[src/epr_regs.svh]
// Constants for the exception priority resolver
`ifndef EPR_REGS_SVH
`define EPR_REGS_SVH

// ----------------------------------------
// Source counts
// ----------------------------------------
`define EPR_NSRC 58
`define EPR_IDX_W 6
`define EPR_IRQ_IDX 0

// ----------------------------------------
// Vector addresses
// ----------------------------------------
`define EPR_VEC_PAGE 8'hff
`define EPR_VEC_RESET 16'hfffe
`define EPR_VEC_CLKMON 16'hfffc
`define EPR_VEC_WATCHDOG 16'hfffa
`define EPR_VEC_TRAP 16'hfff8
`define EPR_VEC_SWI 16'hfff6
`define EPR_VEC_NMI 16'hfff4
`define EPR_MASK_TOP 8'hf2
`define EPR_MASK_LOW 8'h80

// ----------------------------------------
// Reset values
// ----------------------------------------
`define EPR_PRIO_RST 8'hf2
`define EPR_IMASK_RST 1'b1
`define EPR_XMASK_RST 1'b1
`define EPR_EDGESEL_RST 1'b0

`endif

[src/epr_pkg.sv]
// Types shared by the exception priority resolver
`include "epr_regs.svh"

package epr_pkg;

	typedef logic [`EPR_NSRC-1:0] epr_src_t;
	typedef logic [`EPR_IDX_W-1:0] epr_idx_t;

	typedef enum logic [3:0] {
		GR_NONE,
		GR_RESET,
		GR_CLKMON,
		GR_WATCHDOG,
		GR_ILLEGAL,
		GR_SWI,
		GR_NMI,
		GR_MASKABLE,
		GR_TRAP
	} epr_grant_e;

endpackage

[src/epr_irq_pin.sv]
// Maskable request pin: level or falling-edge recognition
`timescale 1ns/1ns
`include "epr_regs.svh"

module epr_irq_pin (
	input logic sys_clk,
	input logic nrst,
	input logic irqPinN,
	input logic selWr,
	input logic selWrData,
	input logic specialMode,
	input logic latchClr,
	output logic edgeSel_r,
	output logic irqReq
);

	logic pinPrev_r, pinPrev_nxt;
	logic latch_r, latch_nxt;
	logic edgeSel_nxt;
	logic selWritten_r, selWritten_nxt;

	// ----------------------------------------
	// Next state
	// ----------------------------------------
	always_comb
	begin
		pinPrev_nxt = irqPinN;
		// Set wins so an edge in the clearing cycle is kept
		if (pinPrev_r && !irqPinN)
			latch_nxt = 1'b1;
		else if (latchClr)
			latch_nxt = 1'b0;
		else
			latch_nxt = latch_r;
		edgeSel_nxt = edgeSel_r;
		selWritten_nxt = selWritten_r;
		if (selWr && !selWritten_r)
		begin
			selWritten_nxt = 1'b1;
			// First write counts only outside special modes
			if (!specialMode)
				edgeSel_nxt = selWrData;
		end
		else if (selWr && specialMode)
			edgeSel_nxt = selWrData;
	end

	always_ff @(posedge sys_clk or negedge nrst)
	begin
		if (!nrst)
		begin
			pinPrev_r <= 1'b1;
			latch_r <= 1'b0;
			edgeSel_r <= `EPR_EDGESEL_RST;
			selWritten_r <= 1'b0;
		end
		else
		begin
			pinPrev_r <= pinPrev_nxt;
			latch_r <= latch_nxt;
			edgeSel_r <= edgeSel_nxt;
			selWritten_r <= selWritten_nxt;
		end
	end

	assign irqReq = edgeSel_r ? latch_r : !irqPinN;
endmodule

[src/epr_resolver.sv]
// Exception priority resolver: reset, non-maskable and maskable requests
`timescale 1ns/1ns
`include "epr_regs.svh"

module epr_resolver (
	input logic sys_clk,
	input logic nrst,
	input logic resetPinReq,
	input logic clkMonReq,
	input logic watchdogReq,
	input logic illegalOpReq,
	input logic swiReq,
	input logic nmiPinN,
	input logic irqPinN,
	input logic [`EPR_NSRC-1:1] flagSet,
	input logic [`EPR_NSRC-1:1] flagClr,
	input epr_pkg::epr_src_t localEn,
	input logic iMaskWr,
	input logic iMaskWrData,
	input logic xMaskWr,
	input logic xMaskWrData,
	input logic prioWr,
	input logic [7:0] prioWrData,
	input logic edgeSelWr,
	input logic edgeSelWrData,
	input logic specialMode,
	input logic serviceStart,
	output logic iMask_r,
	output logic xMask_r,
	output logic [7:0] prio_r,
	output logic edgeSel_r,
	output logic [`EPR_NSRC-1:1] flags_r,
	output logic pendingAny_r,
	output logic vectorValid_r,
	output logic [15:0] vectorAddr_r,
	output epr_pkg::epr_grant_e grant_r
);

	logic iMask_nxt, xMask_nxt;
	logic [7:0] prio_nxt;
	logic [`EPR_NSRC-1:1] flags_nxt;
	logic pendingAny_nxt, vectorValid_nxt;
	logic [15:0] vectorAddr_nxt;
	epr_pkg::epr_grant_e grant_nxt;

	logic irqReq;
	logic latchClr;
	epr_pkg::epr_src_t reqs, active;
	logic nmiAct, maskAny, elevOk, elevHit;
	logic [7:0] elevDiff;
	epr_pkg::epr_idx_t elevIdx, winIdx, lowIdx;
	epr_pkg::epr_grant_e kind;

	// ----------------------------------------
	// Maskable pin
	// ----------------------------------------
	epr_irq_pin uPin (
		.sys_clk(sys_clk),
		.nrst(nrst),
		.irqPinN(irqPinN),
		.selWr(edgeSelWr),
		.selWrData(edgeSelWrData),
		.specialMode(specialMode),
		.latchClr(latchClr),
		.edgeSel_r(edgeSel_r),
		.irqReq(irqReq)
	);

	// ----------------------------------------
	// Source flags
	// ----------------------------------------
	// Set wins over clear so no event is lost
	genvar g;
	generate
		for (g = 1; g < `EPR_NSRC; g++)
		begin : genFlag
			assign flags_nxt[g] = flagSet[g] | (flags_r[g] & !flagClr[g]);
		end
	endgenerate

	// ----------------------------------------
	// Priority resolution
	// ----------------------------------------
	always_comb
	begin
		reqs = {flags_r, irqReq};
		// Global mask gates every maskable source, elevated or not
		active = reqs & localEn & {`EPR_NSRC{!iMask_r}};
		maskAny = |active;
		nmiAct = !nmiPinN && !xMask_r;
		elevDiff = `EPR_MASK_TOP - prio_r;
		elevIdx = elevDiff[`EPR_IDX_W:1];
		elevOk = !prio_r[0] && prio_r >= `EPR_MASK_LOW && prio_r <= `EPR_MASK_TOP;
		elevHit = elevOk && active[elevIdx];
		lowIdx = '0;
		for (int i = `EPR_NSRC - 1; i >= 0; i--)
		begin
			if (active[i])
				lowIdx = `EPR_IDX_W'(i);
		end
		winIdx = elevHit ? elevIdx : lowIdx;
		if (resetPinReq)
			kind = epr_pkg::GR_RESET;
		else if (clkMonReq)
			kind = epr_pkg::GR_CLKMON;
		else if (watchdogReq)
			kind = epr_pkg::GR_WATCHDOG;
		else if (illegalOpReq)
			kind = epr_pkg::GR_ILLEGAL;
		else if (swiReq)
			kind = epr_pkg::GR_SWI;
		else if (nmiAct)
			kind = epr_pkg::GR_NMI;
		else if (maskAny)
			kind = epr_pkg::GR_MASKABLE;
		else
			kind = epr_pkg::GR_TRAP;
	end

	assign latchClr = serviceStart && kind == epr_pkg::GR_MASKABLE
		&& winIdx == `EPR_IRQ_IDX;

	// ----------------------------------------
	// Masks, elevation and grant
	// ----------------------------------------
	always_comb
	begin
		iMask_nxt = iMaskWr ? iMaskWrData : iMask_r;
		xMask_nxt = xMaskWr ? xMaskWrData : xMask_r;
		// Elevation is frozen while maskable interrupts are live
		prio_nxt = (prioWr && iMask_r) ? prioWrData : prio_r;
		pendingAny_nxt = kind != epr_pkg::GR_TRAP;
		vectorValid_nxt = serviceStart;
		vectorAddr_nxt = vectorAddr_r;
		grant_nxt = grant_r;
		if (serviceStart)
		begin
			grant_nxt = kind;
			case (kind)
				epr_pkg::GR_RESET: vectorAddr_nxt = `EPR_VEC_RESET;
				epr_pkg::GR_CLKMON: vectorAddr_nxt = `EPR_VEC_CLKMON;
				epr_pkg::GR_WATCHDOG: vectorAddr_nxt = `EPR_VEC_WATCHDOG;
				epr_pkg::GR_ILLEGAL: vectorAddr_nxt = `EPR_VEC_TRAP;
				epr_pkg::GR_SWI: vectorAddr_nxt = `EPR_VEC_SWI;
				epr_pkg::GR_NMI: vectorAddr_nxt = `EPR_VEC_NMI;
				// Slot address depends on index only, never on elevation
				epr_pkg::GR_MASKABLE: vectorAddr_nxt = {`EPR_VEC_PAGE,
					8'(`EPR_MASK_TOP - 8'({winIdx, 1'b0}))};
				epr_pkg::GR_TRAP: vectorAddr_nxt = `EPR_VEC_TRAP;
				default: vectorAddr_nxt = `EPR_VEC_TRAP;
			endcase
		end
	end

	always_ff @(posedge sys_clk or negedge nrst)
	begin
		if (!nrst)
		begin
			iMask_r <= `EPR_IMASK_RST;
			xMask_r <= `EPR_XMASK_RST;
			prio_r <= `EPR_PRIO_RST;
			flags_r <= '0;
			pendingAny_r <= 1'b0;
			vectorValid_r <= 1'b0;
			vectorAddr_r <= `EPR_VEC_RESET;
			grant_r <= epr_pkg::GR_NONE;
		end
		else
		begin
			iMask_r <= iMask_nxt;
			xMask_r <= xMask_nxt;
			prio_r <= prio_nxt;
			flags_r <= flags_nxt;
			pendingAny_r <= pendingAny_nxt;
			vectorValid_r <= vectorValid_nxt;
			vectorAddr_r <= vectorAddr_nxt;
			grant_r <= grant_nxt;
		end
	end
endmodule

[config.mk]
export PLATFORM = sky130hd
export DESIGN_NAME = epr_resolver
export DESIGN_NICKNAME = d
export VERILOG_FILES = /design/src/epr_pkg.sv /design/src/epr_irq_pin.sv /design/src/epr_resolver.sv
export VERILOG_INCLUDE_DIRS = /design/src
export SDC_FILE = /design/constraint.sdc
export NUM_CORES = 1
export LEC_CHECK = 0
export BUFFER_PORTS_ARGS = -buffer_cell sky130_fd_sc_hd__clkbuf_2
export CAP_MARGIN = 20
export CORE_AREA = 2 2 118 120
export DETAILED_ROUTE_END_ITERATION = 16
export DIE_AREA = 0 0 120 122
export GPL_ROUTABILITY_DRIVEN = 1
export PLACE_DENSITY_LB_ADDON = 0.05
export SYNTH_ARGS = -nofsm -noshare
export SYNTH_HDL_FRONTEND = slang
export SYNTH_SLANG_ARGS = --single-unit
[constraint.sdc]
create_clock -name sys_clk -period 3.6 [get_ports sys_clk]
set_input_delay 0.54 -clock sys_clk [delete_from_list [all_inputs] [get_ports sys_clk]]
set_output_delay 0.54 -clock sys_clk [all_outputs]
set_load 0.01 [all_outputs]
==> results.txt, run 1 <==
status - finished clean
class of the worst hold path - input pin to async pin
Worst Tran Pin Value - 0.8403 ns
routed vias/inst - 5.327
worst path cell trace - inv_1 -> ha_1 -> buf_12 -> nand3_1 -> o21ai_0 -> nand4_1 -> o21ai_1 -> a311o_1 -> a41oi_2 -> a211o_1 -> mux2_4 -> inv_2 -> ha_4 -> nor2_1 -> nand2_1 -> mux2i_1 -> xnor2_1 -> o22a_1
Crit Reg-Reg Endpoint - vectorAddr_r[6]
Clock Tree Root - clkbuf_16
peak fanout along the critical path - 21
post-synthesis sequential area ratio - 39.57%
Avg WL per Cell - 16.98 um
global route overflow - 0
Worst slew margin - 43.98%
WP data arrival - 3.80 ns
Die Ht - 122 um
global-route wire length before repair - 28390 um
slowest CP cell - dfstp_2
CP max stage delay - 0.59 ns
iteration-0 DRC count of the detailed router - 420
DP HPWL - 14990 um
DRT antenna net count - 0
core region area - 13500 um2
worst reg2reg path depth - 18
largest net degree at the start of global routing - 69
TritonCTS clock tree - done
share of cells above drive strength 1 - 41.08%
prevailing post-synth register cell - dfrtp_1
Critical Path RT - 3.87 ns
Post-synth EDFFs - 0
syn_area_per_cell - 8.874 um2
routed wire length - 18470 um
Nets - 1104
synth warn - 0
most frequent cells in the layout - clkbuf_2 (277), nand2_1 (80), dfrtp_1 (68)
CTS Hold Buffers Added - 0
CP startpoint - prio_r[1]
Critical Path End Type - flip-flop
First-pass DRT Iterations - 6
I/O Pins - 288
Leak - 3.950 nW
final worst setup slack - 0.06627 ns
fin crit share - 98.16%
Util after Layout - 55.66%
CTS sink cnt - 84
most common cell after layout, fill and taps aside - clkbuf_2
FF-to-FF Start - prio_r[1]
clk slew on worst S/H paths - 0.06 ns
Fmax achieved - 283.0 MHz
Num CTS Buffers - 9
Yosys reg bits - 84
Final Hold Vio Count - 0
Rows - 43
CP startpoint kind - flip-flop
RD Place Congestion - 0.8990
Synth cell types - 69
Placement Setup Slack - -0.04987 ns
post-route minimum period - 3.534 ns
Setup Skew - 0.006017 ns
Worst R2R Setup Slack - 0.07 ns
Pwr Density - 471.6 nW/um2
Tot GR Track Use - 24.72%
Post-synth ARST share - 100.0%
clock buffer depth - 2
Filler Cell Count - 1325
total number of vias - 5796
max capacitance violation total - 0
critical path class - flip-flop to flip-flop
Die Wd - 120 um
H-Tree Depth - 3
Cell Area, Synth - 5360 um2
setup violators final - 0
Inst Count DP - 1067
die area - 14640 um2
RSZ-0062 raised after global routing - true
worst ir drop on vdd - 241.9 uV
ANT cells - 0
Hold WS - 0.2950 ns
Worst-Skew Late Latency - 0.34 ns
max-slew violations - 0
Area growth syn-to-layout - 40.22%
Synth Instances - 604
vias in the first global route - 5717
antenna violations before repair - 0
Finished Layout Cells - 1088
Residual DRC - 0
initial core utilization - 39.69%
total power - 3.545 mW
IO buf count - 278
-- registers in the layout (all words and copies together) (netlist names), 4 cells and up --
signal,cells
flags_r,57
prio_r,8
vectorAddr_r,7
grant_r,4
-- area by class of cell --
| type | count | area [um2] | area share, % |
|---|---|---|---|
| clock buffer | 12 | 246.5 | 3.280 |
| clock inverter | 4 | 72.57 | 0.9655 |
| timing repair buffer | 303 | 1623 | 21.59 |
| inverter | 69 | 259.0 | 3.446 |
| tap | 180 | 225.2 | 2.997 |
| multi-input combinational | 436 | 2968 | 39.49 |
| sequential | 84 | 2122 | 28.23 |
-- cell families (layout without fill, tap and decap cells) --
logic type / after synthesis / count (layout) / share of synthesized area [%]
compound gates: 199 / 199 / 26.40
xor+xnor: 14 / 14 / 2.988
fa+ha+maj: 3 / 3 / 0.7004
buf+inv: 91 / 388 / 7.189
flops: 84 / 84 / 39.57
mux: 29 / 29 / 7.166
other cells: 2 / 9 / 0.1401
simple gates: 182 / 182 / 15.85
-- metrics by stage --
| stage | cell area (um2) | setup TNS, ns |
|---|---|---|
| 2_1_floorplan | 5418 | 0 |
| 3_3_place_gp | 7084 | 0 |
| 3_5_place_dp | 7084 | -0.08407 |
| 4_1_cts | 7411 | -0.02655 |
| 5_1_grt | 7516 | -0.1332 |
| 6_report | 7516 | 0 |
-- synth_stat cells (10+ instances only) --
library cell / n / area, um2
inv_1: 68 / 255.2
o21ai_0: 16 / 80.08
dfrtp_1: 69 / 1727
nor2_1: 28 / 105.1
a22oi_1: 11 / 82.58
a31oi_1: 12 / 75.07
a21o_1: 61 / 457.9
nor3_1: 12 / 60.06
dfstp_2: 15 / 394.1
mux2_2: 10 / 112.6
nand2_1: 80 / 300.3
a21oi_1: 37 / 185.2
nand3_1: 23 / 115.1
mux2i_1: 11 / 110.1
-- layer usage --
layer | track usage (%) | wire [um]
met5 | 0 | 0
met4 | 8.603 | 410
met2 | 41.94 | 9080
met1 | 30.89 | 7586
met3 | 5.852 | 1393
-- timing repair --
action	CTS	global route
resized for setup	1	10
setup buffers	0	5
pin swaps	1	6
cloned	0	0
endpoints found under the setup margin	2	4
-- worst max-delay path: cells and delay by family, from the launching register on --
kind / cells / cell delay (ns)
AOI/OAI and AO/OA: 6 / 1.25
xor gates and xnor gates: 1 / 0.13
adders and majority gates: 2 / 0.46
buffers and inverters: 3 / 0.30
DFF: 1 / 0.59
muxes: 2 / 0.41
and+or+nand+nor: 4 / 0.33
-- report_power, final --
group | switching (mW) | internal, mW | total, mW
Combinational | 0.763 | 0.652 | 1.41
Clock | 0.375 | 0.626 | 1.00
Sequential | 0.0975 | 1.03 | 1.13
-- how the worst max path moves through the flow --
| stage | endpoint | slack [ns] | depth (start not counted) |
|---|---|---|---|
| 6_report | vectorAddr_r[6] | 0.07 | 18 |
| 3_3_place_gp | vectorAddr_r[6] | 0.01 | 16 |
| 4_1_cts | vectorAddr_r[6] | -0.03 | 16 |
| 2_1_floorplan | vectorAddr_r[6] | 0.03 | 17 |
| 5_1_grt | vectorAddr_r[6] | -0.07 | 15 |
| 3_5_place_dp | vectorAddr_r[6] | -0.05 | 16 |
No activity file was read; power rests on OpenSTA's default activity.
==> inputs of run 2 (changes only) <==
--- a/config.mk
+++ b/config.mk
@@ -8,11 +8,12 @@
 export LEC_CHECK = 0
 export BUFFER_PORTS_ARGS = -buffer_cell sky130_fd_sc_hd__clkbuf_2
 export CAP_MARGIN = 20
-export CORE_AREA = 2 2 118 120
+export CORE_AREA = 2 2 119 121
 export DETAILED_ROUTE_END_ITERATION = 16
-export DIE_AREA = 0 0 120 122
+export DIE_AREA = 0 0 121 123
 export GPL_ROUTABILITY_DRIVEN = 1
 export PLACE_DENSITY_LB_ADDON = 0.05
 export SYNTH_ARGS = -nofsm -noshare
 export SYNTH_HDL_FRONTEND = slang
+export SYNTH_HIERARCHICAL = 1
 export SYNTH_SLANG_ARGS = --single-unit
==> constraint.sdc (replaced) <==
create_clock -name sys_clk -period 3.2 [get_ports sys_clk]
set_input_delay 0.48 -clock sys_clk [delete_from_list [all_inputs] [get_ports sys_clk]]
set_output_delay 0.48 -clock sys_clk [all_outputs]
set_load 0.01 [all_outputs]
==> run 2 against run 1 <==
  * The flow now finishes with violations (negative setup slack)
  * Clock-buffer cell count is the same
  * Clock skew is 0.00099 ns higher
  * Global-route usage rose by 0.52 points
  * Hold slack got worse by 0.18 ns
  * Setup slack lost 0.68 ns
  * Synthesized area is 4.8% higher
  * Critical endpoint unchanged
  * Sequential cell count unchanged
  * First-iteration DRC count down 2.9%
==> results.txt, run 2 <==
Synth top area share - 30.73%
Final Hold Vio Count - 0
FF-to-FF Start - prio_r[1]
WP data arrival - 4.10 ns
Leak - 4.444 nW
core region area - 13610 um2
Critical Path RT - 3.48 ns
clk slew on worst S/H paths - 0.06 ns
First-pass DRT Iterations - 5
I/O Pins - 288
Fmax achieved - 262.0 MHz
Clock Tree Root - clkbuf_16
post-synth top area cell - dfrtp_1
routed wire length - 19280 um
Die Ht - 123 um
TritonCTS clock tree - done
prevailing post-synth register cell - dfrtp_1
post-route minimum period - 3.816 ns
synth warn - 6
Pwr Density - 526.9 nW/um2
Setup Skew - 0.007005 ns
vias in the first global route - 6248
worst ir drop on vdd - 270.5 uV
class of the worst hold path - input pin to async pin
Largest register FFs - 57
global-route wire length before repair - 29530 um
DRT antenna net count - 0
Nets - 1203
fin crit share - 119.3%
post-synthesis sequential area ratio - 37.74%
DP HPWL - 15270 um
Synth cell types - 67
failing checks - negative setup slack
Rows - 43
Cell Area, Synth - 5619 um2
max capacitance violation total - 0
Avg WL per Cell - 16.25 um
registers with the most flip-flops - flags_r x57, prio_r x8, vectorAddr_r x7
Synth Instances - 642
footprint of the multi-input gates - 3328 um2
ANT cells - 0
critical path class - flip-flop to flip-flop
die area - 14880 um2
Worst slew margin - 58.01%
total number of vias - 6359
Area growth syn-to-layout - 50.52%
RD Place Congestion - 1.035
routed vias/inst - 5.357
CP max stage delay - 0.54 ns
CTS sink cnt - 84
CP startpoint kind - flip-flop
global route overflow - 0
CP startpoint - prio_r[1]
most common cell after layout, fill and taps aside - clkbuf_2
Die Wd - 121 um
worst path cell trace - inv_2 -> ha_4 -> buf_12 -> buf_12 -> mux2_4 -> mux4_2 -> o31a_1 -> o2bb2ai_2 -> a211o_1 -> buf_6 -> mux2i_4 -> ha_4 -> nand2_4 -> o31ai_4 -> a31oi_1 -> xnor2_1 -> nand2_1 -> o2111ai_2 -> o21a_1
Top reg by flops - flags_r
final worst setup slack - -0.6161 ns
Area contributors post-synth - dfrtp_1 (31%), a21o_1 (8.4%), dfstp_2 (7.0%), nand2_1 (5.2%), inv_1 (4.3%)
largest net degree at the start of global routing - 85
Hold WS - 0.1169 ns
most frequent cells in the layout - clkbuf_2 (277), buf_4 (78), nand2_1 (76)
setup violators final - 7
syn_area_per_cell - 8.753 um2
initial core utilization - 41.28%
RSZ-0062 raised after global routing - true
peak fanout along the critical path - 5
Residual DRC - 0
Worst-Skew Late Latency - 0.35 ns
Post-synth ARST share - 100.0%
Tot GR Track Use - 25.25%
max-slew violations - 0
most common cell in the netlist - nand2_1
Sequential Area - 2122 um2
share of cells above drive strength 1 - 45.98%
Num CTS Buffers - 9
Critical Path End Type - flip-flop
Placement Setup Slack - -0.6258 ns
status - finished, violations left
Filler Cell Count - 1189
H-Tree Depth - 3
slowest CP cell - dfstp_2
iteration-0 DRC count of the detailed router - 408
IO buf count - 278
Post-synth EDFFs - 0
antenna violations before repair - 0
clock buffer depth - 2
Yosys reg bits - 84
Synth top cells by count - nand2_1 (78), dfrtp_1 (69), inv_1 (65)
Worst Tran Pin Value - 0.6220 ns
==> run 2: changes by cell type after synthesis, sizes merged, moves of 6 or more <==
| cell | delta |
|---|---|
| nand3b | +12 |
| nand3 | +9 |
| o21ai | +9 |
| mux2 | +8 |
| buf | +6 |
==> run 2: kinds of logic (layout without fill, tap and decap cells) <==
logic type / count (synthesis) / after routing / synth area share (%)
AOI/OAI and AO/OA: 213 / 213 / 26.90
adders and majority gates: 3 / 3 / 0.6681
buffers and inverters: 97 / 455 / 7.771
and+or+nand+nor: 197 / 197 / 16.74
DFF: 84 / 84 / 37.74
other: 2 / 9 / 0.1337
muxes: 32 / 32 / 7.393
xor gates and xnor gates: 14 / 14 / 2.650
==> run 2: cell type report <==
type / instances / share of cell area, %
Multi-Input combinational cell: 468 / 39.35
Clock buffer: 12 / 2.914
Clock inverter: 4 / 0.5917
Tap cell: 180 / 2.663
Inverter: 65 / 2.885
Sequential cell: 84 / 25.09
Timing Repair Buffer: 374 / 26.51
==> run 2: routing by layer <==
metal / vias to the layer above / track usage [%] / wire [um]
met5: - / 0 / 0
met4: 0 / 8.212 / 409
met3: 38 / 6.365 / 1646
met2: 326 / 44.31 / 9586
met1: 2966 / 30.31 / 7641
li1: 3029 / - / -
==> run 2: repair_timing <==
item                                    CTS  global route
pin swaps                                 7            13
buffers inserted                         10            11
hold buffers                              0             0
gates resized for setup                  24            27
endpoints found under the setup margin    7             7
==> run 2: critical path: cells and delay by family, from the launching register on <==
kind,cells,cell delay (ns)
AO/OA/AOI/OAI,7,1.02
multiplexers,3,0.99
flip-flops,1,0.54
adder cells (fa/ha/maj),2,0.51
buffers and inverters,4,0.39
AND/OR/NAND/NOR,2,0.14
XOR/XNOR,1,0.13
==> run 2: worst paths after layout <==
path,to,slack [ns],cells after the start
min,flags_r[20],0.12,1
max,vectorAddr_r[6],-0.62,19
min reg2reg,vectorAddr_r[3],0.49,2
max in group asynchronous,prio_r[5],2.39,2
min in group sys_clk,flags_r[38],0.30,2
max reg2reg,vectorAddr_r[6],-0.62,19
==> run 2: stage by stage <==
step	power, mW	instance area (um2)	std cells	utilization (%)	setup TNS, ns
6_report	4.457	8458	1187	62.14	-2.345
5_1_grt	4.682	8458	1187	62.14	-3.095
4_1_cts	4.216	8215	1177	60.35	-1.640
3_5_place_dp	2.993	7715	1151	56.68	-2.308
3_3_place_gp	2.963	7715	1151	56.68	-1.708
2_1_floorplan	2.262	5692	649	-	-0.5944
==> run 2: power by group <==
part           switching (mW)  internal [mW]  total (mW)  leakage, nW
Sequential             0.0900           1.16        1.25        0.905
Combinational            1.02           1.14        2.16         3.40
Clock                   0.421          0.625        1.05        0.139
Total                    1.53           2.93        4.46         4.44
